<file path="config.mk">
export PLATFORM = sky130hd
export DESIGN_NAME = speaker_driver_routing_control
export DESIGN_NICKNAME = d
export VERILOG_FILES = /design/src/design/spk_route_pkg.sv /design/src/design/pd_if.sv /design/src/design/speaker_driver_routing_control.sv /design/src/design/pin_sync.sv /design/src/design/diff_guard.sv
export SDC_FILE = /design/constraint.sdc
export NUM_CORES = 1
export LEC_CHECK = 0
export ABC_AREA = 1
export ABC_CLOCK_PERIOD_IN_PS = 1800
export BUFFER_PORTS_ARGS = -buffer_cell sky130_fd_sc_hd__buf_2
export CAP_MARGIN = 20
export CORE_MARGIN = 2
export CORE_UTILIZATION = 29
export DETAILED_ROUTE_END_ITERATION = 16
export SYNTH_ARGS = -nofsm -noshare
export SYNTH_HDL_FRONTEND = slang
export SYNTH_SLANG_ARGS = --single-unit
</file>
<file path="constraint.sdc">
create_clock -name clk -period 1.8 [get_ports clk]
set_input_delay 0.18 -clock clk [delete_from_list [all_inputs] [get_ports clk]]
set_output_delay 0.18 -clock clk [all_outputs]
set_load 0.1 [all_outputs]
</file>
<file path="src/design/spk_route_pkg.sv">
// shared constants, state type and register decode for the speaker driver routing block
package spk_route_pkg;

  localparam int DATA_W  = 16;
  localparam int CNT_W   = 6;
  localparam int PAGE_W  = 4;
  localparam int ADDR_W  = 6;
  localparam int DAC_W   = 2;
  localparam int GROUP_W = 6;
  localparam int PIN_CNT = 3;

  // serial frame: 16-bit command word, then 16-bit data word, msb first
  localparam logic [CNT_W-1:0] CMD_BITS   = 6'h10;
  localparam logic [CNT_W-1:0] FRAME_BITS = 6'h20;
  localparam int               CMD_RW_BIT   = 15;
  localparam int               CMD_PAGE_LSB = 11;
  localparam int               CMD_ADDR_LSB = 5;

  localparam logic [PAGE_W-1:0] ROUTE_PAGE = 4'h2;
  localparam logic [ADDR_W-1:0] ROUTE_ADDR = 6'h20;

  // both mute bits set, everything else clear
  localparam logic [DATA_W-1:0] CFG_RESET = 16'h0006;
  // protection control bit is write-only and reads as zero
  localparam logic [DATA_W-1:0] READ_MASK = 16'hfffe;

  localparam int DIFF_BIT  = 15;
  localparam int DAC1_LSB  = 13;
  localparam int DRV1_LSB  = 9;
  localparam int AST1_BIT  = 12;
  localparam int BUZ1_BIT  = 11;
  localparam int KCL1_BIT  = 10;
  localparam int CPI1_BIT  = 9;
  localparam int DAC2_LSB  = 7;
  localparam int DRV2_LSB  = 3;
  localparam int AST2_BIT  = 6;
  localparam int BUZ2_BIT  = 5;
  localparam int KCL2_BIT  = 4;
  localparam int CPI2_BIT  = 3;
  localparam int MUTE1_BIT = 2;
  localparam int MUTE2_BIT = 1;
  localparam int PROT_BIT  = 0;

  localparam int                PIN_SCLK  = 0;
  localparam int                PIN_CSN   = 1;
  localparam int                PIN_MOSI  = 2;
  localparam logic [PIN_CNT-1:0] PIN_RESET = 3'h2;

  typedef enum logic [2:0] {
    ST_IDLE = 3'b001,
    ST_CMD  = 3'b010,
    ST_DATA = 3'b100
  } frame_state_t;

  function automatic logic is_route_reg(input logic [PAGE_W-1:0] page,
                                        input logic [ADDR_W-1:0] addr);
    return (page == ROUTE_PAGE) && (addr == ROUTE_ADDR);
  endfunction

endpackage

</file>
<file path="src/design/pd_if.sv">
// power-down guard signals between the register block and the guard
`timescale 1ns/1ps
interface pd_if;
  logic diff;
  logic drv1_up;
  logic ear_up;
  logic drv1_pd;
  logic ear_pd;
  modport guard (input diff, input drv1_up, input ear_up, output drv1_pd, output ear_pd);
  modport ctrl  (output diff, output drv1_up, output ear_up, input drv1_pd, input ear_pd);
endinterface

</file>
<file path="src/design/speaker_driver_routing_control.sv">
// speaker driver routing register behind the serial control port, with its output controls
// What this block does
// [RULE1] top bit picks single-ended (0) or differential (1) drivers; resets to 0
// [RULE2] differential mode without both drivers powered forces both drivers down
// [RULE3] driver one dac field: none, left, right, average; resets to 00
// [RULE4] sidetone bit routes sidetone to driver one or the pair; resets 0
// [RULE5] buzzer bit routes buzzer stage to driver one or the pair; resets 0
// [RULE6] keyclick bit routes keyclick to driver one or the pair; resets 0
// [RULE7] cell-phone bit routes cell input to driver one or the pair; resets 0
// [RULE8] driver two dac field, single-ended only: none, left, right, average; resets 00
// [RULE9] driver two sidetone bit, single-ended only; resets 0
// [RULE10] driver two buzzer bit, single-ended only; resets 0
// [RULE11] driver two keyclick bit, single-ended only; resets 0
// [RULE12] driver two cell-phone bit, single-ended only; resets 0
// [RULE13] driver one or pair mute bit, 1 mutes; resets to 1
// [RULE14] driver two mute bit, single-ended only, 1 mutes; resets to 1
// [RULE15] write-only low bit: 0 enables, 1 disables headphone short protection; enabled at reset
// [RULE16] software reaches this register at address 20h of page 2
// [RULE17] reads return zero in the protection bit, stored values elsewhere
`timescale 1ns/1ps
module speaker_driver_routing_control
  import spk_route_pkg::*;
(
  input  wire logic             clk,
  input  wire logic             rst_n,
  input  wire logic             ce,
  input  wire logic             sclk,
  input  wire logic             cs_n,
  input  wire logic             mosi,
  input  wire logic             drv1_powered,
  input  wire logic             earpiece_powered,
  output logic                  miso,
  output logic                  miso_oe,
  output logic                  diff_output_select,
  output logic      [DAC_W-1:0] dac_route_drv1,
  output logic                  sidetone_route_drv1,
  output logic                  buzzer_route_drv1,
  output logic                  keyclick_route_drv1,
  output logic                  cellin_route_drv1,
  output logic      [DAC_W-1:0] dac_route_drv2,
  output logic                  sidetone_route_drv2,
  output logic                  buzzer_route_drv2,
  output logic                  keyclick_route_drv2,
  output logic                  cellin_route_drv2,
  output logic                  drv1_mute,
  output logic                  drv2_mute,
  output logic                  hp_short_prot_disable,
  output logic                  drv1_force_pd,
  output logic                  earpiece_force_pd
);

  logic [PIN_CNT-1:0] pin_q;
  logic               sclk_rise;
  logic               sclk_fall;
  logic [DATA_W-1:0]  shift_in;

  frame_state_t       state_r;
  frame_state_t       state_nxt;
  logic [CNT_W-1:0]   cnt_r;
  logic [CNT_W-1:0]   cnt_nxt;
  logic [DATA_W-1:0]  rx_r;
  logic [DATA_W-1:0]  rx_nxt;
  logic               rw_r;
  logic               rw_nxt;
  logic [PAGE_W-1:0]  page_r;
  logic [PAGE_W-1:0]  page_nxt;
  logic [ADDR_W-1:0]  addr_r;
  logic [ADDR_W-1:0]  addr_nxt;
  logic [DATA_W-1:0]  tx_r;
  logic [DATA_W-1:0]  tx_nxt;
  logic               miso_r;
  logic               miso_nxt;
  logic               miso_oe_r;
  logic               miso_oe_nxt;
  logic               wr_stb_r;
  logic               wr_stb_nxt;
  logic [DATA_W-1:0]  wdata_r;
  logic [DATA_W-1:0]  wdata_nxt;
  logic               sclk_d_r;
  logic               sclk_d_nxt;

  logic [DATA_W-1:0]  cfg_r;
  logic [DATA_W-1:0]  cfg_nxt;
  logic [DATA_W-1:0]  drive_r;
  logic [DATA_W-1:0]  drive_nxt;

  pd_if pd ();

  // serial clock is oversampled, so it must stay below a quarter of clk
  pin_sync #(
    .W         (PIN_CNT),
    .RESET_VAL (PIN_RESET)
  ) u_sync (
    .clk   (clk),
    .rst_n (rst_n),
    .ce    (ce),
    .d     ({mosi, cs_n, sclk}),
    .q     (pin_q)
  );

  assign sclk_rise = pin_q[PIN_SCLK] & ~sclk_d_r;
  assign sclk_fall = ~pin_q[PIN_SCLK] & sclk_d_r;
  assign shift_in  = {rx_r[DATA_W-2:0], pin_q[PIN_MOSI]};

  // frame engine: data sampled on rising sclk, read data launched on falling sclk
  always_comb begin
    state_nxt   = state_r;
    cnt_nxt     = cnt_r;
    rx_nxt      = rx_r;
    rw_nxt      = rw_r;
    page_nxt    = page_r;
    addr_nxt    = addr_r;
    tx_nxt      = tx_r;
    miso_nxt    = miso_r;
    miso_oe_nxt = miso_oe_r;
    wr_stb_nxt  = 1'b0;
    wdata_nxt   = wdata_r;
    sclk_d_nxt  = pin_q[PIN_SCLK];
    case (state_r)
      ST_IDLE: begin
        miso_oe_nxt = 1'b0;
        if (!pin_q[PIN_CSN]) begin
          state_nxt = ST_CMD;
          cnt_nxt   = '0;
        end
      end
      ST_CMD: begin
        if (pin_q[PIN_CSN]) begin
          state_nxt = ST_IDLE;
        end else if (sclk_rise) begin
          rx_nxt  = shift_in;
          cnt_nxt = cnt_r + 1'b1;
          if (cnt_r == CMD_BITS - 1'b1) begin
            state_nxt = ST_DATA;
            rw_nxt    = shift_in[CMD_RW_BIT];
            page_nxt  = shift_in[CMD_PAGE_LSB +: PAGE_W];
            addr_nxt  = shift_in[CMD_ADDR_LSB +: ADDR_W];
            if (shift_in[CMD_RW_BIT]) begin
              // unmapped addresses read as zero
              if (is_route_reg(shift_in[CMD_PAGE_LSB +: PAGE_W],
                               shift_in[CMD_ADDR_LSB +: ADDR_W])) begin // [RULE16]
                tx_nxt = cfg_r & READ_MASK; // [RULE17]
              end else begin
                tx_nxt = '0;
              end
              miso_nxt    = tx_nxt[DATA_W-1];
              miso_oe_nxt = 1'b1;
            end
          end
        end
      end
      ST_DATA: begin
        if (pin_q[PIN_CSN]) begin
          state_nxt   = ST_IDLE;
          miso_oe_nxt = 1'b0;
        end else if (sclk_rise && cnt_r != FRAME_BITS) begin
          rx_nxt  = shift_in;
          cnt_nxt = cnt_r + 1'b1;
          if (cnt_r == FRAME_BITS - 1'b1 && !rw_r) begin
            wr_stb_nxt = 1'b1;
            wdata_nxt  = shift_in;
          end
        end else if (sclk_fall && rw_r && cnt_r > CMD_BITS && cnt_r != FRAME_BITS) begin
          // first data bit was launched with the load, so shifting starts one edge later
          tx_nxt   = {tx_r[DATA_W-2:0], 1'b0};
          miso_nxt = tx_r[DATA_W-2];
        end
      end
      default: begin
        state_nxt   = ST_IDLE;
        miso_oe_nxt = 1'b0;
      end
    endcase
  end

  always_ff @(posedge clk or negedge rst_n) begin
    if (!rst_n) begin
      state_r   <= ST_IDLE;
      cnt_r     <= '0;
      rx_r      <= '0;
      rw_r      <= 1'b0;
      page_r    <= '0;
      addr_r    <= '0;
      tx_r      <= '0;
      miso_r    <= 1'b0;
      miso_oe_r <= 1'b0;
      wr_stb_r  <= 1'b0;
      wdata_r   <= '0;
      sclk_d_r  <= 1'b0;
    end else if (ce) begin
      state_r   <= state_nxt;
      cnt_r     <= cnt_nxt;
      rx_r      <= rx_nxt;
      rw_r      <= rw_nxt;
      page_r    <= page_nxt;
      addr_r    <= addr_nxt;
      tx_r      <= tx_nxt;
      miso_r    <= miso_nxt;
      miso_oe_r <= miso_oe_nxt;
      wr_stb_r  <= wr_stb_nxt;
      wdata_r   <= wdata_nxt;
      sclk_d_r  <= sclk_d_nxt;
    end
  end

  // register and effective driver controls
  always_comb begin
    cfg_nxt = cfg_r;
    if (wr_stb_r && is_route_reg(page_r, addr_r)) begin // [RULE16]
      cfg_nxt = wdata_r; // [RULE15]
    end
    drive_nxt = cfg_r;
    // driver two fields have no meaning across the differential pair: keep it silent
    if (cfg_r[DIFF_BIT]) begin // [RULE1]
      drive_nxt[DRV2_LSB +: GROUP_W] = '0; // [RULE8] [RULE9] [RULE10] [RULE11] [RULE12]
      drive_nxt[MUTE2_BIT]           = 1'b1; // [RULE14]
    end
  end

  always_ff @(posedge clk or negedge rst_n) begin
    if (!rst_n) begin
      cfg_r   <= CFG_RESET;
      drive_r <= CFG_RESET;
    end else if (ce) begin
      cfg_r   <= cfg_nxt;
      drive_r <= drive_nxt;
    end
  end

  assign pd.diff    = drive_r[DIFF_BIT];
  assign pd.drv1_up = drv1_powered;
  assign pd.ear_up  = earpiece_powered;

  diff_guard u_guard (
    .clk   (clk),
    .rst_n (rst_n),
    .ce    (ce),
    .pd    (pd)
  );

  assign miso                  = miso_r;
  assign miso_oe               = miso_oe_r;
  assign diff_output_select    = drive_r[DIFF_BIT]; // [RULE1]
  assign dac_route_drv1        = drive_r[DAC1_LSB +: DAC_W]; // [RULE3]
  assign sidetone_route_drv1   = drive_r[AST1_BIT]; // [RULE4]
  assign buzzer_route_drv1     = drive_r[BUZ1_BIT]; // [RULE5]
  assign keyclick_route_drv1   = drive_r[KCL1_BIT]; // [RULE6]
  assign cellin_route_drv1     = drive_r[CPI1_BIT]; // [RULE7]
  assign dac_route_drv2        = drive_r[DAC2_LSB +: DAC_W]; // [RULE8]
  assign sidetone_route_drv2   = drive_r[AST2_BIT]; // [RULE9]
  assign buzzer_route_drv2     = drive_r[BUZ2_BIT]; // [RULE10]
  assign keyclick_route_drv2   = drive_r[KCL2_BIT]; // [RULE11]
  assign cellin_route_drv2     = drive_r[CPI2_BIT]; // [RULE12]
  assign drv1_mute             = drive_r[MUTE1_BIT]; // [RULE13]
  assign drv2_mute             = drive_r[MUTE2_BIT]; // [RULE14]
  assign hp_short_prot_disable = drive_r[PROT_BIT]; // [RULE15]
  assign drv1_force_pd         = pd.drv1_pd; // [RULE2]
  assign earpiece_force_pd     = pd.ear_pd; // [RULE2]
endmodule

</file>
<file path="src/design/pin_sync.sv">
// two-stage synchroniser for a group of asynchronous pin inputs
`timescale 1ns/1ps
module pin_sync #(
  parameter int           W         = 3,
  parameter logic [W-1:0] RESET_VAL = '0
) (
  input  wire logic         clk,
  input  wire logic         rst_n,
  input  wire logic         ce,
  input  wire logic [W-1:0] d,
  output logic      [W-1:0] q
);
  // a net collects the bits, so each bit's flops stay owned by one process
  wire [W-1:0] q_bits;

  // first stage feeds only the second stage
  generate
    for (genvar i = 0; i < W; i++) begin : g_bit
      logic meta_r;
      logic q_r;
      always_ff @(posedge clk or negedge rst_n) begin
        if (!rst_n) begin
          meta_r <= RESET_VAL[i];
          q_r    <= RESET_VAL[i];
        end else if (ce) begin
          meta_r <= d[i];
          q_r    <= meta_r;
        end
      end
      assign q_bits[i] = q_r;
    end
  endgenerate

  assign q = q_bits;
endmodule

</file>
<file path="src/design/diff_guard.sv">
// forces speaker driver one and earpiece negative driver down in a bad differential setup
`timescale 1ns/1ps
module diff_guard (
  input wire logic clk,
  input wire logic rst_n,
  input wire logic ce,
  pd_if.guard      pd
);
  logic force_r;
  logic force_nxt;

  always_comb begin
    force_nxt = pd.diff && !(pd.drv1_up && pd.ear_up); // [RULE2]
  end

  always_ff @(posedge clk or negedge rst_n) begin
    if (!rst_n) begin
      force_r <= 1'b0;
    end else if (ce) begin
      force_r <= force_nxt;
    end
  end

  // both drivers always go down together
  assign pd.drv1_pd = force_r;
  assign pd.ear_pd  = force_r;
endmodule

</file>
==> results of run 1 <==
## per-stage QoR
stage | instances | setup WS, ns | hold WS (ns) | TNS [ns] | util [%]
2_1_floorplan | 545 | 0.257 | -0.116 | 0 | -
3_3_place_gp | 781 | 0.195 | 0.209 | 0 | 32.5
3_5_place_dp | 781 | 0.134 | 0.207 | 0 | 32.5
4_1_cts | 798 | 0.115 | 0.0371 | 0 | 34.5
5_1_grt | 798 | -0.00477 | 0.0460 | -0.00722 | 34.5
6_report | 798 | 0.142 | 0.0419 | 0 | 34.5
## report_power, final
group	leakage (nW)	switching (mW)	total [mW]	internal, mW
Sequential	1.47	0.116	2.70	2.58
Combinational	1.03	0.805	1.11	0.304
Clock	0.142	0.930	2.01	1.08
## logic make-up after synthesis
group | Yosys count | synth area share, %
adders and majority gates | 2 | 0.532
buffers and inverters | 72 | 6.44
xor gates and xnor gates | 2 | 0.373
DFF | 108 | 57.6
and+or+nand+nor | 274 | 24.8
AOI/OAI and AO/OA | 87 | 10.2
## sequential cells by signal (all words and copies together) (netlist names), 4 cells and up
| signal | flops |
|---|---|
| addr_r | 6 |
| page_r | 4 |
| wdata_r | 16 |
| drive_r | 16 |
| rx_r | 15 |
| cfg_r | 16 |
| tx_r | 14 |
| cnt_r | 6 |
## metal layers
| metal | share of wire, % | up-vias |
|---|---|---|
| li1 | - | 1813 |
| met1 | 47 | 1788 |
| met2 | 48 | 77 |
| met3 | 3.2 | 12 |
| met4 | 2.3 | 0 |
| met5 | 0 | - |
## final cells by class
| type | count | share of cell area (%) |
|---|---|---|
| well taps | 216 | 4.93 |
| repair buffers | 45 | 5.93 |
| multi-input cells | 365 | 31.0 |
| inverters | 48 | 3.29 |
| flip-flops and latches | 108 | 49.5 |
| clock inverters | 7 | 1.32 |
| clock buffers | 9 | 4.11 |
## worst min-delay path: stages
cell	delay, ns
buf_2	0.08
nand2_1	0.04
nand2_1	0.06
## repair_timing
action,CTS,global route
hold buffers,1,0
hold endpoints to repair,30,0
gates resized for setup,0,3
endpoints found under the setup margin,0,8
## final timing paths
check / slack, ns / start / end
hold reg to reg: 0.47 / drive_r[13]$_DFFE_PN0P_ / drive_r[13]$_DFFE_PN0P_
setup / recovery: 0.14 / cnt_r[0]$_DFFE_PN0P_ / tx_r[10]$_DFFE_PN0P_
min in group asynchronous: 0.35 / rst_n / drive_r[0]$_DFFE_PN0P_
setup reg to reg: 0.14 / cnt_r[0]$_DFFE_PN0P_ / tx_r[10]$_DFFE_PN0P_
hold / removal: 0.04 / sclk / u_sync.g_bit[0].meta_r$_DFFE_PN0P_
max in group asynchronous: 0.78 / rst_n / cfg_r[1]$_DFFE_PN1P_
## placed cells by master (no fill, tap or decap), types with 3 or more instances in the layout
master	n
nand2_2	6
dfstp_2	7
buf_12	4
nand2_1	190
inv_1	45
buf_4	14
nor2_1	22
a21oi_1	4
nand3_1	25
buf_2	26
nand4_1	18
inv_2	3
a22o_1	6
o21ai_0	60
o21ai_1	13
nor2_2	4
dfrtp_1	101
clkbuf_16	9
==> results.tsv, run 1 <==
metric	value	unit
Critical Path AT	1.95	ns
Reg2Reg Depth	8	
leak pwr	2.63	nW
worst setup path class	reg2reg	
Hold Crit Depth	3	
Die W	131	µm
run status	finished, final reports clean	
CTS tree	yes	
Synth Register Bits	108	
yosys warns	0	
first-pass GRT wire length	17900	µm
Syn Inst Count	545	
Finish-stage setup viols	0	
Fillers	1650	
Post-synth EDFFs	0	
post-DP HPWL	7080	µm
TritonRoute pass-1 iters	5	
Slew @ Worst Pin	0.527	ns
number of routed nets with antenna violations	0	
number of max-cap violations	0	
synth unique cells	31	
Starting Density	29.6	%
clock-pin slew on the worst setup and hold paths	0.07	ns
Num CTS Buffers	9	
setup bufs post-CTS	0	
Total Power	5.82	mW
register area	2710	µm²
Worst-Skew Late Latency	0.35	ns
GRT Util Overall	12.8	%
top-count cell post-synth	nand2_1	
Critical Path Slowest Stage Cell	dfrtp_1	
placed cell areas	5170	µm²
clk_skew	0.00929	ns
vias	3690	
maximum vdd ir drop	0.465	mV
Ant. Diodes	0	
Worst Path Max Fanout	14	
post-route cell area	5480	µm²
crit-path cells	ha_2 -> nand3_2 -> nor2_4 -> nand2_2 -> o21ai_4 -> buf_4 -> nand4_1 -> nand2_1	
Hold WC Path Type	in2reg	
Final period util	92.1	%
IO Count	28	
area leader, netlist	dfrtp_1	
number of global-route vias before repair	3655	
Power Density	1060	nW/µm²
Rel. slew slack	64.9	%
initial antenna violation count	0	
CTS H-tree lvls	3	
row cnt	46	
Largest delay share family, worst path	simple AND/OR/NAND/NOR gates	
Worst Path Buf+Inv	1	
top cell type's share of synthesized area	53.7	%
top_reg_cell synth	dfrtp_1	
Critical Path Start Type	flop	
DRC Markers	0	
fin crit period	1.66	ns
slowest cell delay on critical path	0.39	ns
Avg Cell Area, Syn	8.63	µm²
Multi-input gate area	1700	µm²
GRT met3 Usage	2.01	%
met2 Usage GRT	20.4	%
Die H	131	µm
Crit path depth	8	
Syn Nets	555	
wire per inst	12.8	µm
Nets	587	
die area	17300	µm²
register area share after synthesis	57.6	%
synth top area cells	dfrtp_1 (54%), nand2_1 (15%), o21ai_0 (6.4%), dfstp_2 (3.9%), inv_1 (3.6%)	
via/cell ratio	4.62	
Synth async-reset ratio	100	%
largest net degree at the start of global routing	46	
crit path capture type	flop	
met1 Track Usage GR	16.8	%
max-slew violations	0	
Cell Area, Synth	4700	µm²
final hold violation count	0	
Detailed Route WL	10200	µm
core area	15900	µm²
fmax	603	MHz
critical path required time	2.09	ns
Initial DRC Count	250	
global route hottest layer	met2	
CTS Root Cell	clkbuf_16	
total gr overflow	0	
ratio of cells with drive above 1 in the final layout	14.9	%
Port Buf Inserts	27	
top cells by count, synth	nand2_1 (191), dfrtp_1 (101), o21ai_0 (60)	
Max Buffers Root-to-Sink	2	
clock sink count	108	
Synth-to-Final Area Change	16.5	%
routability congestion estimate	0.826	
Note: power is estimated with default switching activity, not from simulation.
==> run 2, diff against run 1 <==
Settings changed: ABC_CLOCK_PERIOD_IN_PS 1800 to default, BUFFER_PORTS_ARGS -buffer_cell sky130_fd_sc_hd__buf_2 to -buffer_cell sky130_fd_sc_hd__buf_4.
==> run 2 against run 1 <==
Compared with the run above: highest routed layer unchanged; final area grew 1.2%; flip-flop and latch count is the same; sequential power is essentially flat; clock power grew 3%; largest cell class unchanged; hold slack lost 0.018 ns.
==> results.tsv, run 2 (synthesis results as in run 1) <==
metric	value	unit
GRT Util Overall	12.7	%
critical path required time	2.09	ns
Ant. Diodes	0	
total gr overflow	0	
number of max-cap violations	0	
first-pass GRT wire length	17600	µm
run status	finished, final reports clean	
Die W	131	µm
Detailed Route WL	10300	µm
clock sink count	108	
Non-Filler Instances	798	
Synth-to-Final Area Change	17.9	%
Initial DRC Count	281	
Critical Path AT	1.93	ns
CTS tree	yes	
leak pwr	2.64	nW
Max Buffers Root-to-Sink	2	
number of routed nets with antenna violations	0	
Placed Cells	781	
fmax	609	MHz
die area	17300	µm²
Port Buf Inserts	27	
IO Count	28	
Rel. slew slack	70.0	%
Num CTS Buffers	9	
hold_ws	0.0241	ns
row cnt	46	
worst slack at placement	0.164	ns
Hold WC Path Type	in2reg	
wire per inst	12.9	µm
largest net degree at the start of global routing	39	
ratio of cells with drive above 1 in the final layout	14.4	%
clk_skew	0.0120	ns
TritonRoute pass-1 iters	8	
Finish-stage setup viols	0	
Fin Setup TNS	0	ns
final hold violation count	0	
fin crit period	1.64	ns
crit path capture type	flop	
CTS Root Cell	clkbuf_16	
maximum vdd ir drop	0.457	mV
routability congestion estimate	0.810	
commonest non-fill, non-tap cell in the layout	nand2_1	
Starting Density	29.6	%
via/cell ratio	4.57	
setup bufs post-CTS	0	
Critical Path Start Type	flop	
vias	3647	
number of global-route vias before repair	3586	
Power Density	1060	nW/µm²
post-DP HPWL	7150	µm
initial antenna violation count	0	
RSZ-0062 raised after global routing	no	
commonest cells after routing, fill and taps aside	nand2_1 (191), dfrtp_1 (101), o21ai_0 (60), inv_1 (45), buf_4 (41)	
CTS H-tree lvls	3	
Worst-Skew Late Latency	0.37	ns
core area	15900	µm²
DRC Markers	0	
Final period util	91.2	%
worst setup path class	reg2reg	
clock-pin slew on the worst setup and hold paths	0.07	ns
Die H	131	µm
R2R setup slack	0.16	ns
Final Util	34.9	%
final worst slack	0.159	ns
Top Registers	cfg_r x16, drive_r x16, wdata_r x16	
Worst Path Max Fanout	30	
Nets	587	
max-slew violations	0	
Slew @ Worst Pin	0.450	ns
[run 2: cell types whose count changed in the layout (fill, tap and decap cells not counted), sizes merged]
cell      before  now
clkbuf         9   11
clkinvlp       2    1
inv           50   51
clkinv         2    0
[run 2: layer usage]
layer  share of wire [%]  vias up  track usage, %
li1                    -     1820               -
met1                  48     1763            16.6
met2                  47       53            20.2
met3                 3.0       11            2.12
met4                 2.3        0            6.82
met5                   0        -               0
[run 2: worst max-delay path, stage by stage (launching register included)]
cell	delay [ns]
dfrtp_1	0.41
nor2_1	0.14
nand2_2	0.11
o21ai_0	0.36
nor2_4	0.07
nand3_1	0.13
buf_12	0.18
nand2_1	0.06
o21ai_1	0.09
[run 2: cell type report]
| class | instances | area (µm²) |
|---|---|---|
| tap | 216 | 270 |
| timing repair buffer | 45 | 378 |
| clock buffer | 11 | 243 |
| clock inverter | 5 | 66.3 |
| fill | 1670 | 10300 |
| multi-input combinational | 365 | 1700 |
| sequential | 108 | 2710 |
| inverter | 48 | 180 |
[run 2: worst paths after layout]
kind	end	cells after the start	start
min reg2reg	drive_r[2]$_DFFE_PN1P_	2	drive_r[2]$_DFFE_PN1P_
max	rx_r[7]$_DFFE_PN0P_	8	state_r[2]$_DFFE_PN0P_
min in group asynchronous	u_sync.g_bit[2].meta_r$_DFFE_PN0P_	2	rst_n
max in group asynchronous	cfg_r[1]$_DFFE_PN1P_	3	rst_n
max reg2reg	rx_r[7]$_DFFE_PN0P_	8	state_r[2]$_DFFE_PN0P_
min	u_sync.g_bit[0].meta_r$_DFFE_PN0P_	3	sclk
[run 2: report_power, final]
| group | switching (mW) | internal (mW) | leakage (nW) |
|---|---|---|---|
| sequential | 0.119 | 2.58 | 1.47 |
| combinational | 0.808 | 0.316 | 1.03 |
| clock | 0.935 | 1.14 | 0.149 |
[run 2: timing repair]
| action | 4_1_cts | 5_1_grt |
|---|---|---|
| endpoints found under the setup margin | 0 | 2 |
| hold endpoints to repair | 29 | 0 |
| hold buffers | 1 | 0 |
| gates resized for setup | 0 | 2 |
[run 2: through the flow]
stage | cell area (µm²) | total power, mW
CTS | 5540 | 5.92
detailed placement | 5220 | 3.85
floorplan | 4700 | 3.53
finish | 5550 | 5.90
global placement | 5220 | 3.82
global route | 5550 | 6.18
==> run 3, diff against run 2 <==
Settings changed: CORE_MARGIN 2 to default, CORE_UTILIZATION 29 to 60, PLACE_DENSITY from default to 0.79.
==> run 3 against run 2 <==
Compared with the run above: die area fell by 52%; setup slack got worse by 0.018 ns; critical endpoint is now tx_r[9]$_DFFE_PN0P_; clock power fell by 22%; non-clock buffer count rose by 2; maximum frequency fell by 1.1%; clock skew fell by 0.0011 ns; global-route usage rose by 14 points; critical path depth did not move; cell count fell by 14%; power fell by 7.8%; count of clock-buffer cells in the layout fell by 2.
==> results.tsv, run 3 (synthesis results as in run 1) <==
metric	value	unit
clock-pin slew on the worst setup and hold paths	0.11	ns
row cnt	31	
via/cell ratio	5.50	
clock sink count	108	
final hold violation count	0	
Non-Filler Instances	683	
number of global-route vias before repair	3699	
Worst-Skew Late Latency	0.38	ns
Synth-to-Final Area Change	13.3	%
commonest non-fill, non-tap cell in the layout	nand2_1	
number of max-cap violations	0	
Fillers	580	
number of routed nets with antenna violations	0	
TritonRoute pass-1 iters	5	
clk_skew	0.0109	ns
routability congestion estimate	0.810	
critical path required time	2.12	ns
run status	finished, final reports clean	
leak pwr	2.62	nW
Final period util	92.2	%
Multi-input gate area	1690	µm²
total gr overflow	0	
Nets	589	
Power Density	1020	nW/µm²
post-route cell area	5330	µm²
Critical Path AT	1.98	ns
Hold WC Path Type	in2reg	
placed cell areas	5070	µm²
Rel. slew slack	61.9	%
final worst slack	0.140	ns
Max Buffers Root-to-Sink	2	
vias	3757	
CTS tree	yes	
IO Count	28	
Detailed Route WL	9950	µm
crit path capture type	flop	
r2r startpoint	cnt_r[0]$_DFFE_PN0P_	
Worst Path Max Fanout	14	
DRC Markers	0	
Die H	90.5	µm
Placed Cells	664	
commonest cells after routing, fill and taps aside	nand2_1 (191), dfrtp_1 (101), o21ai_0 (58), inv_1 (45), buf_4 (40)	
Finish-stage setup viols	0	
ratio of cells with drive above 1 in the final layout	14.4	%
Fin Setup TNS	0	ns
worst slack at placement	0.110	ns
core area	7410	µm²
Total Power	5.44	mW
Critical Path Start Type	flop	
Initial DRC Count	256	
Final Util	71.9	%
Ant. Diodes	0	
largest net degree at the start of global routing	43	
RSZ-0062 raised after global routing	no	
worst setup path class	reg2reg	
Starting Density	63.5	%
CTS H-tree lvls	3	
GRT Util Overall	26.7	%
CTS Root Cell	clkbuf_8	
first-pass GRT wire length	17300	µm
Top Registers	cfg_r x16, drive_r x16, wdata_r x16	
post-DP HPWL	6840	µm
wire per inst	14.6	µm
Port Buf Inserts	27	
maximum vdd ir drop	0.568	mV
R2R setup slack	0.14	ns
fmax	603	MHz
Critical path origin	cnt_r[0]$_DFFE_PN0P_	
Hold Startpoint	sclk	
Die W	90.5	µm
die area	8200	µm²
Num CTS Buffers	9	
hold_ws	0.00795	ns
register area	2710	µm²
fin crit period	1.66	ns
initial antenna violation count	0	
max-slew violations	0	
Slew @ Worst Pin	0.571	ns
-- run 3: area by class of cell --
type	count	area share, %
timing repair buffer	47	7.54
clock inverter	7	1.83
tap	99	2.33
sequential	108	50.9
multi-input combinational	365	31.7
clock buffer	9	2.33
inverter	48	3.38
-- run 3: repair_timing --
item	4_1_cts	5_1_grt
gates resized for setup	0	3
hold buffers	3	0
hold endpoints to repair	35	0
setup endpoints to repair	0	17
setup buffers	0	0
-- run 3: where the power goes --
part           total, mW  leakage (nW)  internal (mW)  switching [mW]
sequential          2.70          1.47           2.58           0.117
combinational       1.12          1.04          0.305           0.818
clock               1.62         0.113          0.695           0.924
total               5.44          2.62           3.58            1.86
-- run 3: worst paths after layout --
kind,cells after the start,endpoint
min in group asynchronous,2,u_guard.pd.drv1_pd$_DFFE_PN0P_
hold / removal,3,u_sync.g_bit[0].meta_r$_DFFE_PN0P_
setup reg to reg,8,tx_r[9]$_DFFE_PN0P_
setup / recovery,8,tx_r[9]$_DFFE_PN0P_
hold reg to reg,2,u_sync.g_bit[1].meta_r$_DFFE_PN1P_
max in group asynchronous,3,cfg_r[2]$_DFFE_PN1P_
-- run 3: layer usage --
metal | part of all wire [%] | global-route usage [%]
met3 | 4.9 | 4.88
met1 | 45 | 37.5
met5 | 0 | 0
met4 | 1.5 | 8.60
met2 | 48 | 42.4
-- run 3: critical path: stages, from the launching register on --
cell     delay, ns
dfrtp_1       0.41
ha_1          0.21
nand3_2       0.14
nor2_4        0.13
nand2_2       0.08
o21ai_4       0.20
buf_4         0.24
nand4_1       0.11
nand2_1       0.08
